**src/rtl/key_matrix_scanner_consts.vh**
```
`ifndef KEY_MATRIX_SCANNER_CONSTS_VH
`define KEY_MATRIX_SCANNER_CONSTS_VH

// ------------------------------------------------------------
// register offsets
// ------------------------------------------------------------
`define KS_OFS_CTRL     12'h000
`define KS_OFS_STATUS   12'h004
`define KS_OFS_DATA     12'h008
`define KS_OFS_MOD      12'h00C

// ------------------------------------------------------------
// control fields
// ------------------------------------------------------------
`define KS_CTRL_EN      0
`define KS_CTRL_COL_LO  8
`define KS_CTRL_COL_HI  12
`define KS_CTRL_ROW_LO  16
`define KS_CTRL_ROW_HI  19

// ------------------------------------------------------------
// status fields
// ------------------------------------------------------------
`define KS_ST_CNT_LO    0
`define KS_ST_CNT_HI    4
`define KS_ST_GHOST     8
`define KS_ST_OVF       9
`define KS_ST_BUSY      10
`define KS_ST_REQ       11
`define KS_ST_MOD_LO    12
`define KS_ST_MOD_HI    15

// ------------------------------------------------------------
// reset values
// ------------------------------------------------------------
`define KS_RST_EN       1'b0
`define KS_RST_NCOL     5'h14
`define KS_RST_NROW     4'h8
`define KS_RST_MOD      32'hFFFFFFFF

// ------------------------------------------------------------
// timing
// ------------------------------------------------------------
`define KS_PCLK_HZ      100000000
`define KS_PCLK_NS      10
`define KS_LPO_HZ       128000
`define KS_TICK_CYC     (`KS_PCLK_HZ / `KS_LPO_HZ)
`define KS_GLITCH_NS    1000
`define KS_GLITCH_CYC   ((`KS_GLITCH_NS + `KS_PCLK_NS - 1) / `KS_PCLK_NS)

`endif

```
**src/rtl/key_matrix_scanner.v**
```verilog
`timescale 1ns/1ns
`include "key_matrix_scanner_consts.vh"

// Contract
// - clock request stays low whenever the scanner is disabled.
// - request may drop while enabled; row activity raises it again.
// - column count programmable from one to twenty.
// - row count programmable from one to eight.
// - sixteen-entry byte buffer holds detected key codes.
// - buffered keys stay until read; keys found while the buffer is full are dropped.
// - any number of keys; a key on a row hit by an earlier multi-key column is locked out.
// - row samples are glitch filtered and debounced before acceptance.
// - in idle every column output is driven high.
// - idle row transition raises clock request and starts scanning.
// - idle clears row-hit register and key-index counter.
// - row counter wraps at row count, then column counter advances.
// - both counters terminal moves scan to scan-end.
// - key index increments per visited position and identifies the key.
// - modifier keys are matched; other keys go to the buffer.
// - column with two or more hits ORs rows into row-hit register.
// - key on row already hit in earlier column sets ghost status.
// - scan-end rescans if any key was found, else returns idle.
// - returning to idle drops the clock request.
// - full 160-key pass takes about 1.25 ms at 128 kHz.
module key_matrix_scanner #(
   parameter DEPTH    = 16,
   parameter AW       = 4,
   parameter TICK_CYC = `KS_TICK_CYC
) (
   // apb
   input  wire        pclk,
   input  wire        presetn,
   input  wire        psel,
   input  wire        penable,
   input  wire        pwrite,
   input  wire [11:0] paddr,
   input  wire [31:0] pwdata,
   output reg  [31:0] prdata,
   output reg         pready,
   output reg         pslverr,
   // matrix
   input  wire [7:0]  row_in,
   output reg  [19:0] col_out,
   // shared low-power clock
   output reg         clk_req
);
   localparam [2:0] ST_IDLE = 3'b001;
   localparam [2:0] ST_SCAN = 3'b010;
   localparam [2:0] ST_END  = 3'b100;
   localparam [31:0] GLITCH = `KS_GLITCH_CYC;
   localparam [31:0] TICK_LAST = TICK_CYC - 1;

   // ---------------------------------------------------------
   // functions
   // ---------------------------------------------------------
   function [19:0] col_sel;
      input [4:0] c;
      begin
         col_sel = 20'h00001 << c;
      end
   endfunction

   function two_plus;
      input [7:0] v;
      integer i;
      reg [3:0] n;
      begin
         n = 4'h0;
         for (i = 0; i < 8; i = i + 1) begin
            n = n + {3'h0, v[i]};
         end
         two_plus = (n >= 4'h2);
      end
   endfunction

   function [4:0] clamp;
      input [4:0] v;
      input [4:0] mx;
      begin
         if (v == 5'h00)
            clamp = 5'h01;
         else if (v > mx)
            clamp = mx;
         else
            clamp = v;
      end
   endfunction

   // ---------------------------------------------------------
   // registers
   // ---------------------------------------------------------
   reg         en_reg;
   reg [4:0]   ncol_reg;
   reg [3:0]   nrow_reg;
   reg [31:0]  mod_reg;
   reg         ghost_reg;
   reg         ovf_reg;
   reg [3:0]   mod_stat_reg;

   reg [7:0]   row_s1;
   reg [7:0]   row_s2;
   reg [7:0]   row_s3;
   reg [7:0]   row_flt;
   reg [6:0]   stab_cnt;
   reg [9:0]   tick_cnt;
   reg         tick;

   reg [2:0]   state;
   reg [2:0]   row_cnt;
   reg [4:0]   col_cnt;
   reg [7:0]   key_idx;
   reg [7:0]   row_hit;
   reg         any_key;
   reg [3:0]   mod_cur;
   reg [159:0] prev_map;
   reg [159:0] down_map;

   reg [7:0]   mem [0:DEPTH-1];
   reg [AW-1:0] wr_ptr;
   reg [AW-1:0] rd_ptr;
   reg [AW:0]  count;

   // ---------------------------------------------------------
   // decode
   // ---------------------------------------------------------
   wire [4:0] ncol_eff = clamp(ncol_reg, 5'h14);
   wire [4:0] nrow_eff = clamp({1'b0, nrow_reg}, 5'h08);
   wire [2:0] row_last = nrow_eff[2:0] - 3'h1;
   wire [4:0] col_last = ncol_eff - 5'h01;
   wire [7:0] row_mask = 8'hFF >> (5'h08 - nrow_eff);

   wire       setup  = psel & ~penable;
   wire       done   = psel & penable & pready;
   wire       wr_ok  = done & pwrite;
   wire       rd_ok  = setup & ~pwrite;

   wire       pressed = row_flt[row_cnt];
   wire       ghost_hit = pressed & row_hit[row_cnt];
   wire       stable_dn = pressed & prev_map[key_idx];
   wire       new_press = stable_dn & ~down_map[key_idx]
                          & ~ghost_hit;
   wire [3:0] mod_hit = {mod_reg[31:24] == key_idx,
                         mod_reg[23:16] == key_idx,
                         mod_reg[15:8]  == key_idx,
                         mod_reg[7:0]   == key_idx};
   wire       is_mod = |mod_hit;
   wire       step   = tick & (state == ST_SCAN);
   wire       push   = step & new_press & ~is_mod;
   wire       full   = (count == DEPTH);
   wire       pop    = rd_ok & (paddr == `KS_OFS_DATA)
                       & (count != 0);
   wire       do_wr  = push & ~full;
   wire       w1c    = wr_ok & (paddr == `KS_OFS_STATUS);

   // ---------------------------------------------------------
   // row synchroniser and glitch filter
   // ---------------------------------------------------------
   always @(posedge pclk or negedge presetn) begin
      if (!presetn) begin
         row_s1   <= 8'h00;
         row_s2   <= 8'h00;
         row_s3   <= 8'h00;
         row_flt  <= 8'h00;
         stab_cnt <= 7'h00;
      end else begin
         row_s1 <= row_in;
         row_s2 <= row_s1;
         row_s3 <= row_s2;
         if (row_s2 != row_s3)
            stab_cnt <= 7'h00;
         else if (stab_cnt != GLITCH[6:0])
            stab_cnt <= stab_cnt + 7'h01;
         else
            row_flt <= row_s3;
      end
   end

   // ---------------------------------------------------------
   // 128 khz scan tick
   // ---------------------------------------------------------
   always @(posedge pclk or negedge presetn) begin
      if (!presetn) begin
         tick_cnt <= 10'h000;
         tick     <= 1'b0;
      end else if (!clk_req) begin
         tick_cnt <= 10'h000;
         tick     <= 1'b0;
      end else if (tick_cnt == TICK_LAST[9:0]) begin
         tick_cnt <= 10'h000;
         tick     <= 1'b1;
      end else begin
         tick_cnt <= tick_cnt + 10'h001;
         tick     <= 1'b0;
      end
   end

   // ---------------------------------------------------------
   // scan state machine
   // ---------------------------------------------------------
   always @(posedge pclk or negedge presetn) begin
      if (!presetn) begin
         state        <= ST_IDLE;
         clk_req      <= 1'b0;
         col_out      <= 20'hFFFFF;
         row_cnt      <= 3'h0;
         col_cnt      <= 5'h00;
         key_idx      <= 8'h00;
         row_hit      <= 8'h00;
         any_key      <= 1'b0;
         mod_cur      <= 4'h0;
         mod_stat_reg <= 4'h0;
         prev_map     <= 160'h0;
         down_map     <= 160'h0;
      end else if (!en_reg) begin
         state   <= ST_IDLE;
         clk_req <= 1'b0;
         col_out <= 20'hFFFFF;
         row_cnt <= 3'h0;
         col_cnt <= 5'h00;
         key_idx <= 8'h00;
         row_hit <= 8'h00;
      end else begin
         case (state)
            ST_IDLE: begin
               col_out  <= 20'hFFFFF;
               row_cnt  <= 3'h0;
               col_cnt  <= 5'h00;
               key_idx  <= 8'h00;
               row_hit  <= 8'h00;
               any_key  <= 1'b0;
               prev_map <= 160'h0;
               down_map <= 160'h0;
               if (row_s2 != row_s3) begin
                  state   <= ST_SCAN;
                  clk_req <= 1'b1;
                  col_out <= col_sel(5'h00);
               end
            end
            ST_SCAN: begin
               if (tick) begin
                  prev_map[key_idx] <= pressed;
                  if (new_press)
                     down_map[key_idx] <= 1'b1;
                  else if (!pressed)
                     down_map[key_idx] <= 1'b0;
                  if (stable_dn)
                     mod_cur <= mod_cur | mod_hit;
                  any_key <= any_key | pressed;
                  key_idx <= key_idx + 8'h01;
                  if (row_cnt == row_last) begin
                     row_cnt <= 3'h0;
                     if (two_plus(row_flt & row_mask))
                        row_hit <= row_hit | (row_flt & row_mask);
                     if (col_cnt == col_last) begin
                        state <= ST_END;
                     end else begin
                        col_cnt <= col_cnt + 5'h01;
                        col_out <= col_sel(col_cnt + 5'h01);
                     end
                  end else begin
                     row_cnt <= row_cnt + 3'h1;
                  end
               end
            end
            ST_END: begin
               if (tick) begin
                  mod_stat_reg <= mod_cur;
                  mod_cur      <= 4'h0;
                  row_cnt      <= 3'h0;
                  col_cnt      <= 5'h00;
                  key_idx      <= 8'h00;
                  row_hit      <= 8'h00;
                  any_key      <= 1'b0;
                  if (any_key) begin
                     state   <= ST_SCAN;
                     col_out <= col_sel(5'h00);
                  end else begin
                     state   <= ST_IDLE;
                     clk_req <= 1'b0;
                     col_out <= 20'hFFFFF;
                  end
               end
            end
            default: begin
               state   <= ST_IDLE;
               clk_req <= 1'b0;
               col_out <= 20'hFFFFF;
            end
         endcase
      end
   end

   // ---------------------------------------------------------
   // key code buffer
   // ---------------------------------------------------------
   always @(posedge pclk) begin
      if (do_wr)
         mem[wr_ptr] <= key_idx;
   end

   always @(posedge pclk or negedge presetn) begin
      if (!presetn) begin
         wr_ptr <= {AW{1'b0}};
         rd_ptr <= {AW{1'b0}};
         count  <= {(AW+1){1'b0}};
      end else begin
         if (do_wr)
            wr_ptr <= wr_ptr + 1'b1;
         if (pop)
            rd_ptr <= rd_ptr + 1'b1;
         if (do_wr && !pop)
            count <= count + 1'b1;
         else if (pop && !do_wr)
            count <= count - 1'b1;
      end
   end

   // ---------------------------------------------------------
   // status flags
   // ---------------------------------------------------------
   always @(posedge pclk or negedge presetn) begin
      if (!presetn) begin
         ghost_reg <= 1'b0;
         ovf_reg   <= 1'b0;
      end else begin
         if (step && ghost_hit)
            ghost_reg <= 1'b1;
         else if (w1c && pwdata[`KS_ST_GHOST])
            ghost_reg <= 1'b0;
         if (push && full)
            ovf_reg <= 1'b1;
         else if (w1c && pwdata[`KS_ST_OVF])
            ovf_reg <= 1'b0;
      end
   end

   // ---------------------------------------------------------
   // apb slave
   // ---------------------------------------------------------
   always @(posedge pclk or negedge presetn) begin
      if (!presetn) begin
         en_reg   <= `KS_RST_EN;
         ncol_reg <= `KS_RST_NCOL;
         nrow_reg <= `KS_RST_NROW;
         mod_reg  <= `KS_RST_MOD;
         pready   <= 1'b0;
         pslverr  <= 1'b0;
         prdata   <= 32'h00000000;
      end else begin
         pready <= setup;
         if (setup) begin
            pslverr <= 1'b0;
            prdata  <= 32'h00000000;
            case (paddr)
               `KS_OFS_CTRL: begin
                  prdata[`KS_CTRL_EN] <= en_reg;
                  prdata[`KS_CTRL_COL_HI:`KS_CTRL_COL_LO] <= ncol_reg;
                  prdata[`KS_CTRL_ROW_HI:`KS_CTRL_ROW_LO] <= nrow_reg;
               end
               `KS_OFS_STATUS: begin
                  prdata[`KS_ST_CNT_HI:`KS_ST_CNT_LO] <= count;
                  prdata[`KS_ST_GHOST] <= ghost_reg;
                  prdata[`KS_ST_OVF]   <= ovf_reg;
                  prdata[`KS_ST_BUSY]  <= (state != ST_IDLE);
                  prdata[`KS_ST_REQ]   <= clk_req;
                  prdata[`KS_ST_MOD_HI:`KS_ST_MOD_LO] <= mod_stat_reg;
               end
               `KS_OFS_DATA: begin
                  if (count != 0)
                     prdata[7:0] <= mem[rd_ptr];
               end
               `KS_OFS_MOD: begin
                  prdata <= mod_reg;
               end
               default: begin
                  pslverr <= 1'b1;
               end
            endcase
         end
         if (wr_ok) begin
            case (paddr)
               `KS_OFS_CTRL: begin
                  en_reg   <= pwdata[`KS_CTRL_EN];
                  ncol_reg <= pwdata[`KS_CTRL_COL_HI:`KS_CTRL_COL_LO];
                  nrow_reg <= pwdata[`KS_CTRL_ROW_HI:`KS_CTRL_ROW_LO];
               end
               `KS_OFS_MOD: begin
                  mod_reg <= pwdata;
               end
               default: begin
                  mod_reg <= mod_reg;
               end
            endcase
         end
      end
   end
endmodule

```
**config.mk**
```make
export PLATFORM = sky130hd
export DESIGN_NAME = key_matrix_scanner
export DESIGN_NICKNAME = d
export VERILOG_FILES = /design/src/rtl/key_matrix_scanner.v
export VERILOG_INCLUDE_DIRS = /design/src /design/src/rtl
export SDC_FILE = /design/constraint.sdc
export NUM_CORES = 1
export LEC_CHECK = 0
export ABC_AREA = 0
export BUFFER_PORTS_ARGS = -buffer_cell sky130_fd_sc_hd__buf_4
export CAP_MARGIN = 20
export CORE_MARGIN = 8
export CORE_UTILIZATION = 45
export DETAILED_ROUTE_END_ITERATION = 12
export PLACE_DENSITY = 0.71
export SYNTH_ARGS = -nofsm -noshare
export SYNTH_HDL_FRONTEND = slang
export SYNTH_SLANG_ARGS = --single-unit
```
**constraint.sdc**
```tcl
create_clock -name pclk -period 5.18 [get_ports pclk]
set_input_delay 0.259 -clock pclk [delete_from_list [all_inputs] [get_ports pclk]]
set_output_delay 0.259 -clock pclk [all_outputs]
set_load 0.05 [all_outputs]
```
**Word-level counts from Yosys, hierarchy flattened**

Memory sizes are Yosys's and may differ from the RTL's.
Index checks and enable logic that the tools add are counted.

- Shifts and indexed selects: 2
- Eq/ne operators: 31
- Add/subtract/negate cells: 19
- $lt $le $gt $ge: 6
- Reductions and logical operators: 36
- Bitwise operators: 31
- Mux-type cells: 92

Operator list:

| operator | number |
|---|---|
| $mux 160 | 4 |
| $pmux 160 s2 | 2 |
| $and 160x160->160 | 1 |
| $bwmux 160 | 1 |
| $not 160->160 | 1 |
| $or 160x160->160 | 1 |
| $mux 20 | 7 |
| $mux 8 | 8 |
| $pmux 20 s3 | 1 |
| $mux 5 | 10 |
| $pmux 8 s3 | 2 |
| $eq 8x8->1 | 4 |
| $mux 3 | 10 |
| $pmux 5 s3 | 2 |
| $eq 12x4->1 const B | 2 |
| $mux 1 | 20 |
| $mux 10 | 2 |
| $reduce_and 5->1 | 4 |
| $shl 1x5->20 const A | 1 |
| $ne 3x3->1 const B | 6 |
| $pmux 3 s3 | 2 |
| $add 4x1->4 | 4 |
| $and 1x1->1 | 16 |
| $bmux 1 s8 | 2 |
| 61 further kinds | 104 |

- Memories: 1
- Word-level logic and storage cells: 249
- RAM bits: 128
- Output and inout bits: 55
- Flip-flop bits (word level): 518

Memory list:

| name | depth | bits a word | rd ports | clocked after Yosys merged registers in | write ports | RTL line | source |
|---|---|---|---|---|---|---|---|
| mem | 16 | 8 | 1 | 0 | 1 | key_matrix_scanner.v:118 | `reg [7:0] mem [0:DEPTH-1];` |

**Depth between registers and ports, before layout**

- Word-level depth: 19
- Depth in mapped cells: 22

**Least setup slack after synthesis**

Ideal clock, no wire load.

- Kind: flip-flop to flip-flop
- Start point: reg key_idx[0]
- End point: reg count[4]
- Data required time: 5,054 ps
- Path buffers: 4
- Cell stages (with the launch flop): 21
- Slack: 531 ps
- Setup time: 126 ps
- Clock period less this slack: 4,649 ps
- Data arrival time: 4,524 ps
- Cell sequence: dfrtp_1 > buf_4 > buf_6 > buf_4 > mux4_2 > mux4_2 > nand2_1 > nand4_1 > a311oi_2 > a21oi_2 > nand4_2 > buf_2 > inv_1 > ha_1 > inv_1 > ha_1 > a21o_1 > a21oi_1 > xnor2_1 > nor2_1 > xor2_1

- Longest elaborated chain between the ends: 11
- Elaborated cells on any way between the ends: 22
- Classes of those cells: 4 x eq/ne; 5 x mux; 8 x bitwise; 5 x reduce/logical

Ends and longest elaborated chain:

| element | RTL line | source |
|---|---|---|
| start: declaration | key_matrix_scanner.v:111 | `reg [7:0] key_idx;` |
| start signal: assignment | key_matrix_scanner.v:249 | `key_idx <= key_idx + 8'h01;` |
| $bmux 1 s8, on equally long branches | key_matrix_scanner.v:139, key_matrix_scanner.v:140 |  |
| $mux 1, on equally long branches | key_matrix_scanner.v:139, key_matrix_scanner.v:140 |  |
| $and 1x1->1 / $not 1->1 (equally long branches) | key_matrix_scanner.v:139, key_matrix_scanner.v:140 |  |
| $and 1x1->1 | key_matrix_scanner.v:140 | `wire new_press = stable_dn & ~down_map[key_idx]` |
| $and 1x1->1 | key_matrix_scanner.v:141 | `& ~ghost_hit;` |
| $and 1x1->1 | key_matrix_scanner.v:148 | `wire push = step & new_press & ~is_mod;` |
| $and 1x1->1 (*) | key_matrix_scanner.v:148 |  |
| $and 1x1->1 (*) | key_matrix_scanner.v:152 | `wire do_wr = push & ~full;` |
| via do_wr | key_matrix_scanner.v:152 |  |
| $logic_not 1->1 | key_matrix_scanner.v:313 | `else if (pop && !do_wr)` |
| $logic_and 1x1->1 | key_matrix_scanner.v:313 |  |
| $reduce_bool 2->1 (no source line) | n/a |  |
| end signal: assignment | key_matrix_scanner.v:305 | `count <= {(AW+1){1'b0}};` |
| end signal: assignment | key_matrix_scanner.v:312 | `count <= count + 1'b1;` |
| end signal: assignment | key_matrix_scanner.v:314 | `count <= count - 1'b1;` |
| end: declaration | key_matrix_scanner.v:121 | `reg [AW:0] count;` |

The timed path passes the listed nets; every way through them passes the cells marked *. The select of a mux whose other input is x is not followed.
A chain may end at the register's enable or synchronous reset.

**Worst setup path in the final report**

- Start point: reg nrow_reg[2]
- End point: reg row_hit[3]

- Longest elaborated chain between the ends: 16
- Elaborated cells on any way between the ends: 26
- Classes of those cells: 9 x add/sub; 2 x order compare; 3 x eq/ne; 1 x shift; 7 x mux; 2 x bitwise; 2 x reduce/logical

Ends and longest elaborated chain:

| element | RTL line | source |
|---|---|---|
| start: declaration | key_matrix_scanner.v:94 | `reg [3:0] nrow_reg;` |
| start signal: assignment | key_matrix_scanner.v:344 | `` nrow_reg <= `KS_RST_NROW; `` |
| start signal: assignment | key_matrix_scanner.v:385 | `` nrow_reg <= pwdata[`KS_CTRL_ROW_HI:`KS_CTRL_ROW_LO]; `` |
| $gt 4x4->1 | key_matrix_scanner.v:82 | `else if (v > mx)` |
| $mux 4 | key_matrix_scanner.v:82 |  |
| $mux 5 (*) | key_matrix_scanner.v:80 | `if (v == 5'h00)` |
| $sub 4x5->5 | key_matrix_scanner.v:130 | `wire [7:0] row_mask = 8'hFF >> (5'h08 - nrow_eff);` |
| $shr 8x5->8 | key_matrix_scanner.v:130 |  |
| $and 8x8->8 | key_matrix_scanner.v:252, key_matrix_scanner.v:253 |  |
| $add 1x1->2 | key_matrix_scanner.v:70 | `n = n + {3'h0, v[i]};` |
| $add 2x1->3 | key_matrix_scanner.v:70 |  |
| $add 3x1->4 | key_matrix_scanner.v:70 |  |
| $add 4x1->4 (4 in a row) | key_matrix_scanner.v:70 |  |
| $ge 4x2->1 | key_matrix_scanner.v:72 | `two_plus = (n >= 4'h2);` |
| $ne 3x2->1 (no source line) | n/a |  |
| $reduce_and 5->1 (no source line) | n/a |  |
| end signal: assignment | key_matrix_scanner.v:253 | `row_hit <= row_hit \| (row_flt & row_mask);` |
| end: declaration | key_matrix_scanner.v:112 | `reg [7:0] row_hit;` |

Mark *: on every way between the ends. The rest lies on a longest branch, timed or not. The select of a mux whose other input is x is not followed.

==> impl_metrics.ini <==
[run_status]
status = finished clean

[worst_hold_path]
worstHoldPathType = input port to flip-flop
hold_end = prdata[9]
hold_depth = 3
worstHoldStart = paddr[3]

[logic_synthesis]
yosys.area.top_type = dfrtp_1
yosys_warnings = 0
synthArstFlopShare_pct = 80.2
avgSynthCellArea_um2 = 10.8
synth-edff-count = 128
synth.distinct_cells = 69
synthTopCellsByArea = dfrtp_1 35%, edfxtp_1 12%, mux4_2 6.4%
postSynthCellCount = 3017
netlist.area_leader.share_pct = 35.5
synth_fp_nets = 3107
netlist_area_mm2 = 0.0326
synthFlopType = dfrtp_1
synth_seq_cells = 646
seq_area_frac_synth_pct = 51.8

[job]
max_cap_viol_count = 0

[drt]
via_count = 25500
drcViolationCount = 0
vias_per_cell = 6.29
wl_mm = 95.2
antenna_left = 0
drt_iter0_drc = 3172
dr.pass1.iters = 6
wire_per_inst_um = 23.5

[die]
die_w_um = 285
die-area_mm2 = 0.0812
chipHeight_um = 285
coreArea_mm2 = 0.0716
start_util_pct = 45.5
rows = 98
ios = 112

[clock_network]
tritoncts = done
ctsRootBufferMaster = clkbuf_16
cts.path.max_buffers = 3
clk_latency_ns = 0.65
htree_levels = 3
clkTransAtPathRegs_ns = 0.06
cts.repair_timing.setup_buffer_count = 0
cts_buffers = 71
clock_sinks = 646

[worst_setup_path]
path_delay_family = adder cells
worstPathRequired_ns = 5.66
cp.depth = 18
cp-end-kind = flip-flop
cpMostUsedCell = fa_1
slowest_stage = fa_1
path_cells = o21ba_2 > nor2_2 > inv_1 > ha_1 > o21ai_0 > o21ai_0 > nand3_1 > fa_1 > fa_1 > fa_1 > inv_1 > ha_1 > fa_1 > o21a_1 > o21bai_2 > a21oi_4 > a41oi_1 > nor2_1
rr_startpoint = nrow_reg[2]
arrival_ns = 5.32
reg2reg_slack_ns = 0.34
slowest_delay_ns = 0.53
cp_num_buf_inv = 2
critPathKind = flip-flop to flip-flop
rr_endpoint = row_hit[3]
worstPathMaxFanout = 8
reg2reg_depth = 18
start_kind = flip-flop

[timing]
slew_headroom_pct = 22.8
clock_skew_ns = 0.0373
setup_viol = 0
tightest_slew_ns = 1.15
fin_crit_ns = 4.84
finalCritPeriodShare_pct = 93.5
grt_setup_unrepaired = false
setup_tns_ns = 0
fmax_ghz = 0.206
hold_violations = 0
slew_viol_final = 0

[global_routing]
grt-ovfl-total = 0
grt_max_degree = 161
grt_first_pass_wirelength_mm = 149
antenna_found_initial = 0
track_usage_pct = 22.7
grt_pass1_vias = 24700

[finish]
final_area_mm2 = 0.0371
syn2layout_area_growth_pct = 13.8
seq_area_mm2 = 0.0169
layout.nets = 3131
fillers = 6180
largestRegisters = down_map (160), prev_map (160), mem (128)
drive_above_1_share_pct = 18.3
antenna_cells = 0
multi_input_area_mm2 = 0.0138

[power]
p_sw_mw = 2.36
p_clk_share_pct = 49.1
p_sw_share_pct = 22.2
p_per_area_mw_per_mm2 = 287
p_leak_nw = 14.1
internal-power_mw = 8.27
combPwrFrac_pct = 2.0
p_seq_share_pct = 48.9
ir_drop_uv = 208

[placed_design]
io_buffers = 111
placed_cell_area_mm2 = 0.0342
dp_hpwl_mm = 58.6
place.gp.congestion = 0.927
## metrics by stage
stage | setup WS [ns] | instances | power [mW] | hold WS [ns] | util [%]
floorplan | 0.531 | 3017 | 5.33 | -0.0366 | -
global placement | 0.112 | 3873 | 5.48 | 0.333 | 47.7
detailed placement | 0.105 | 3873 | 5.48 | 0.335 | 47.7
CTS | 0.0530 | 4044 | 10.7 | 0.0719 | 51.7
global route | 0.0183 | 4048 | 10.9 | 0.0999 | 51.8
finish | 0.335 | 4048 | 10.6 | 0.105 | 51.8
## kinds of logic (layout without fill, tap and decap cells)
logic type	after synthesis	after routing	synth area share [%]
compound gates	1001	1001	20.0
flops	646	646	51.8
simple gates	544	544	7.87
buf+inv	492	573	6.20
mux	223	223	10.6
xor+xnor	78	78	2.14
fa+ha+maj	33	33	1.38
## cells in the final DEF (no fill, tap or decap), types with 28 or more instances in the layout
cell / instances
dfstp_2: 56
clkbuf_16: 71
nor3_1: 33
a21oi_1: 365
dlygate4sd3_1: 41
inv_1: 189
edfxtp_1: 128
xor2_1: 57
a311oi_1: 160
mux4_2: 91
dfrtp_1: 457
ha_1: 28
o221ai_1: 161
nand2_1: 158
buf_4: 205
mux2i_1: 73
mux2_2: 58
o21ai_0: 213
nor2_1: 145
nand3_1: 51
## per-layer routing
layer	GRT usage (%)	share of wire (%)	up-vias
met4	8.51	4.2	0
met3	4.96	8.8	278
met5	0	0	-
met2	35.6	46	1288
met1	30.8	41	12600
li1	-	-	11300
## power groups by stage
stage          sequential (mW)  combinational [mW]  clock [mW]
2_1_floorplan             5.31              0.0239           0
3_3_place_gp              5.29               0.191           0
3_5_place_dp              5.29               0.190           0
4_1_cts                   5.20               0.216        5.28
5_1_grt                   5.20               0.236        5.46
6_report                  5.20               0.211        5.22
## cell type report
cell class,count,area share (%)
Tap cell,950,3.21
Inverter,190,1.92
Timing Repair Buffer,253,5.62
Multi-Input combinational cell,1879,37.1
Clock buffer,108,5.57
Sequential cell,646,45.6
Clock inverter,22,0.965
## worst min-delay path, delay by kind of cell
kind,cells,cell delay (ns)
AO/OA/AOI/OAI,2,0.28
buffers and inverters,1,0.16
## worst max path at each step
stage                      end  slack, ns   startpoint
floorplan             count[4]       0.53   key_idx[0]
global placement    row_hit[7]       0.11  nrow_reg[2]
detailed placement  row_hit[7]       0.11  nrow_reg[2]
CTS                 row_hit[3]       0.05  nrow_reg[2]
global route        row_hit[5]       0.02  nrow_reg[2]
finish              row_hit[3]       0.34  nrow_reg[2]
## cell usage after synthesis (51+ instances only)
library cell	instances
dfrtp_1	462
a21oi_1	366
clkbuf_1	229
o21ai_0	213
inv_1	189
o221ai_1	161
a311oi_1	160
nand2_1	158
nor2_1	158
edfxtp_1	128
mux4_2	92
mux2i_1	73
mux2_2	58
xor2_1	57
dfstp_2	56
nand3_1	51
## what timing repair did
action                                 in CTS  in global routing
hold buffers                               41                  0
setup endpoints to repair                   0                  8
endpoints found under the hold margin     114                  0
resized for setup                           0                  4
No activity file was read; power rests on OpenSTA's default activity.
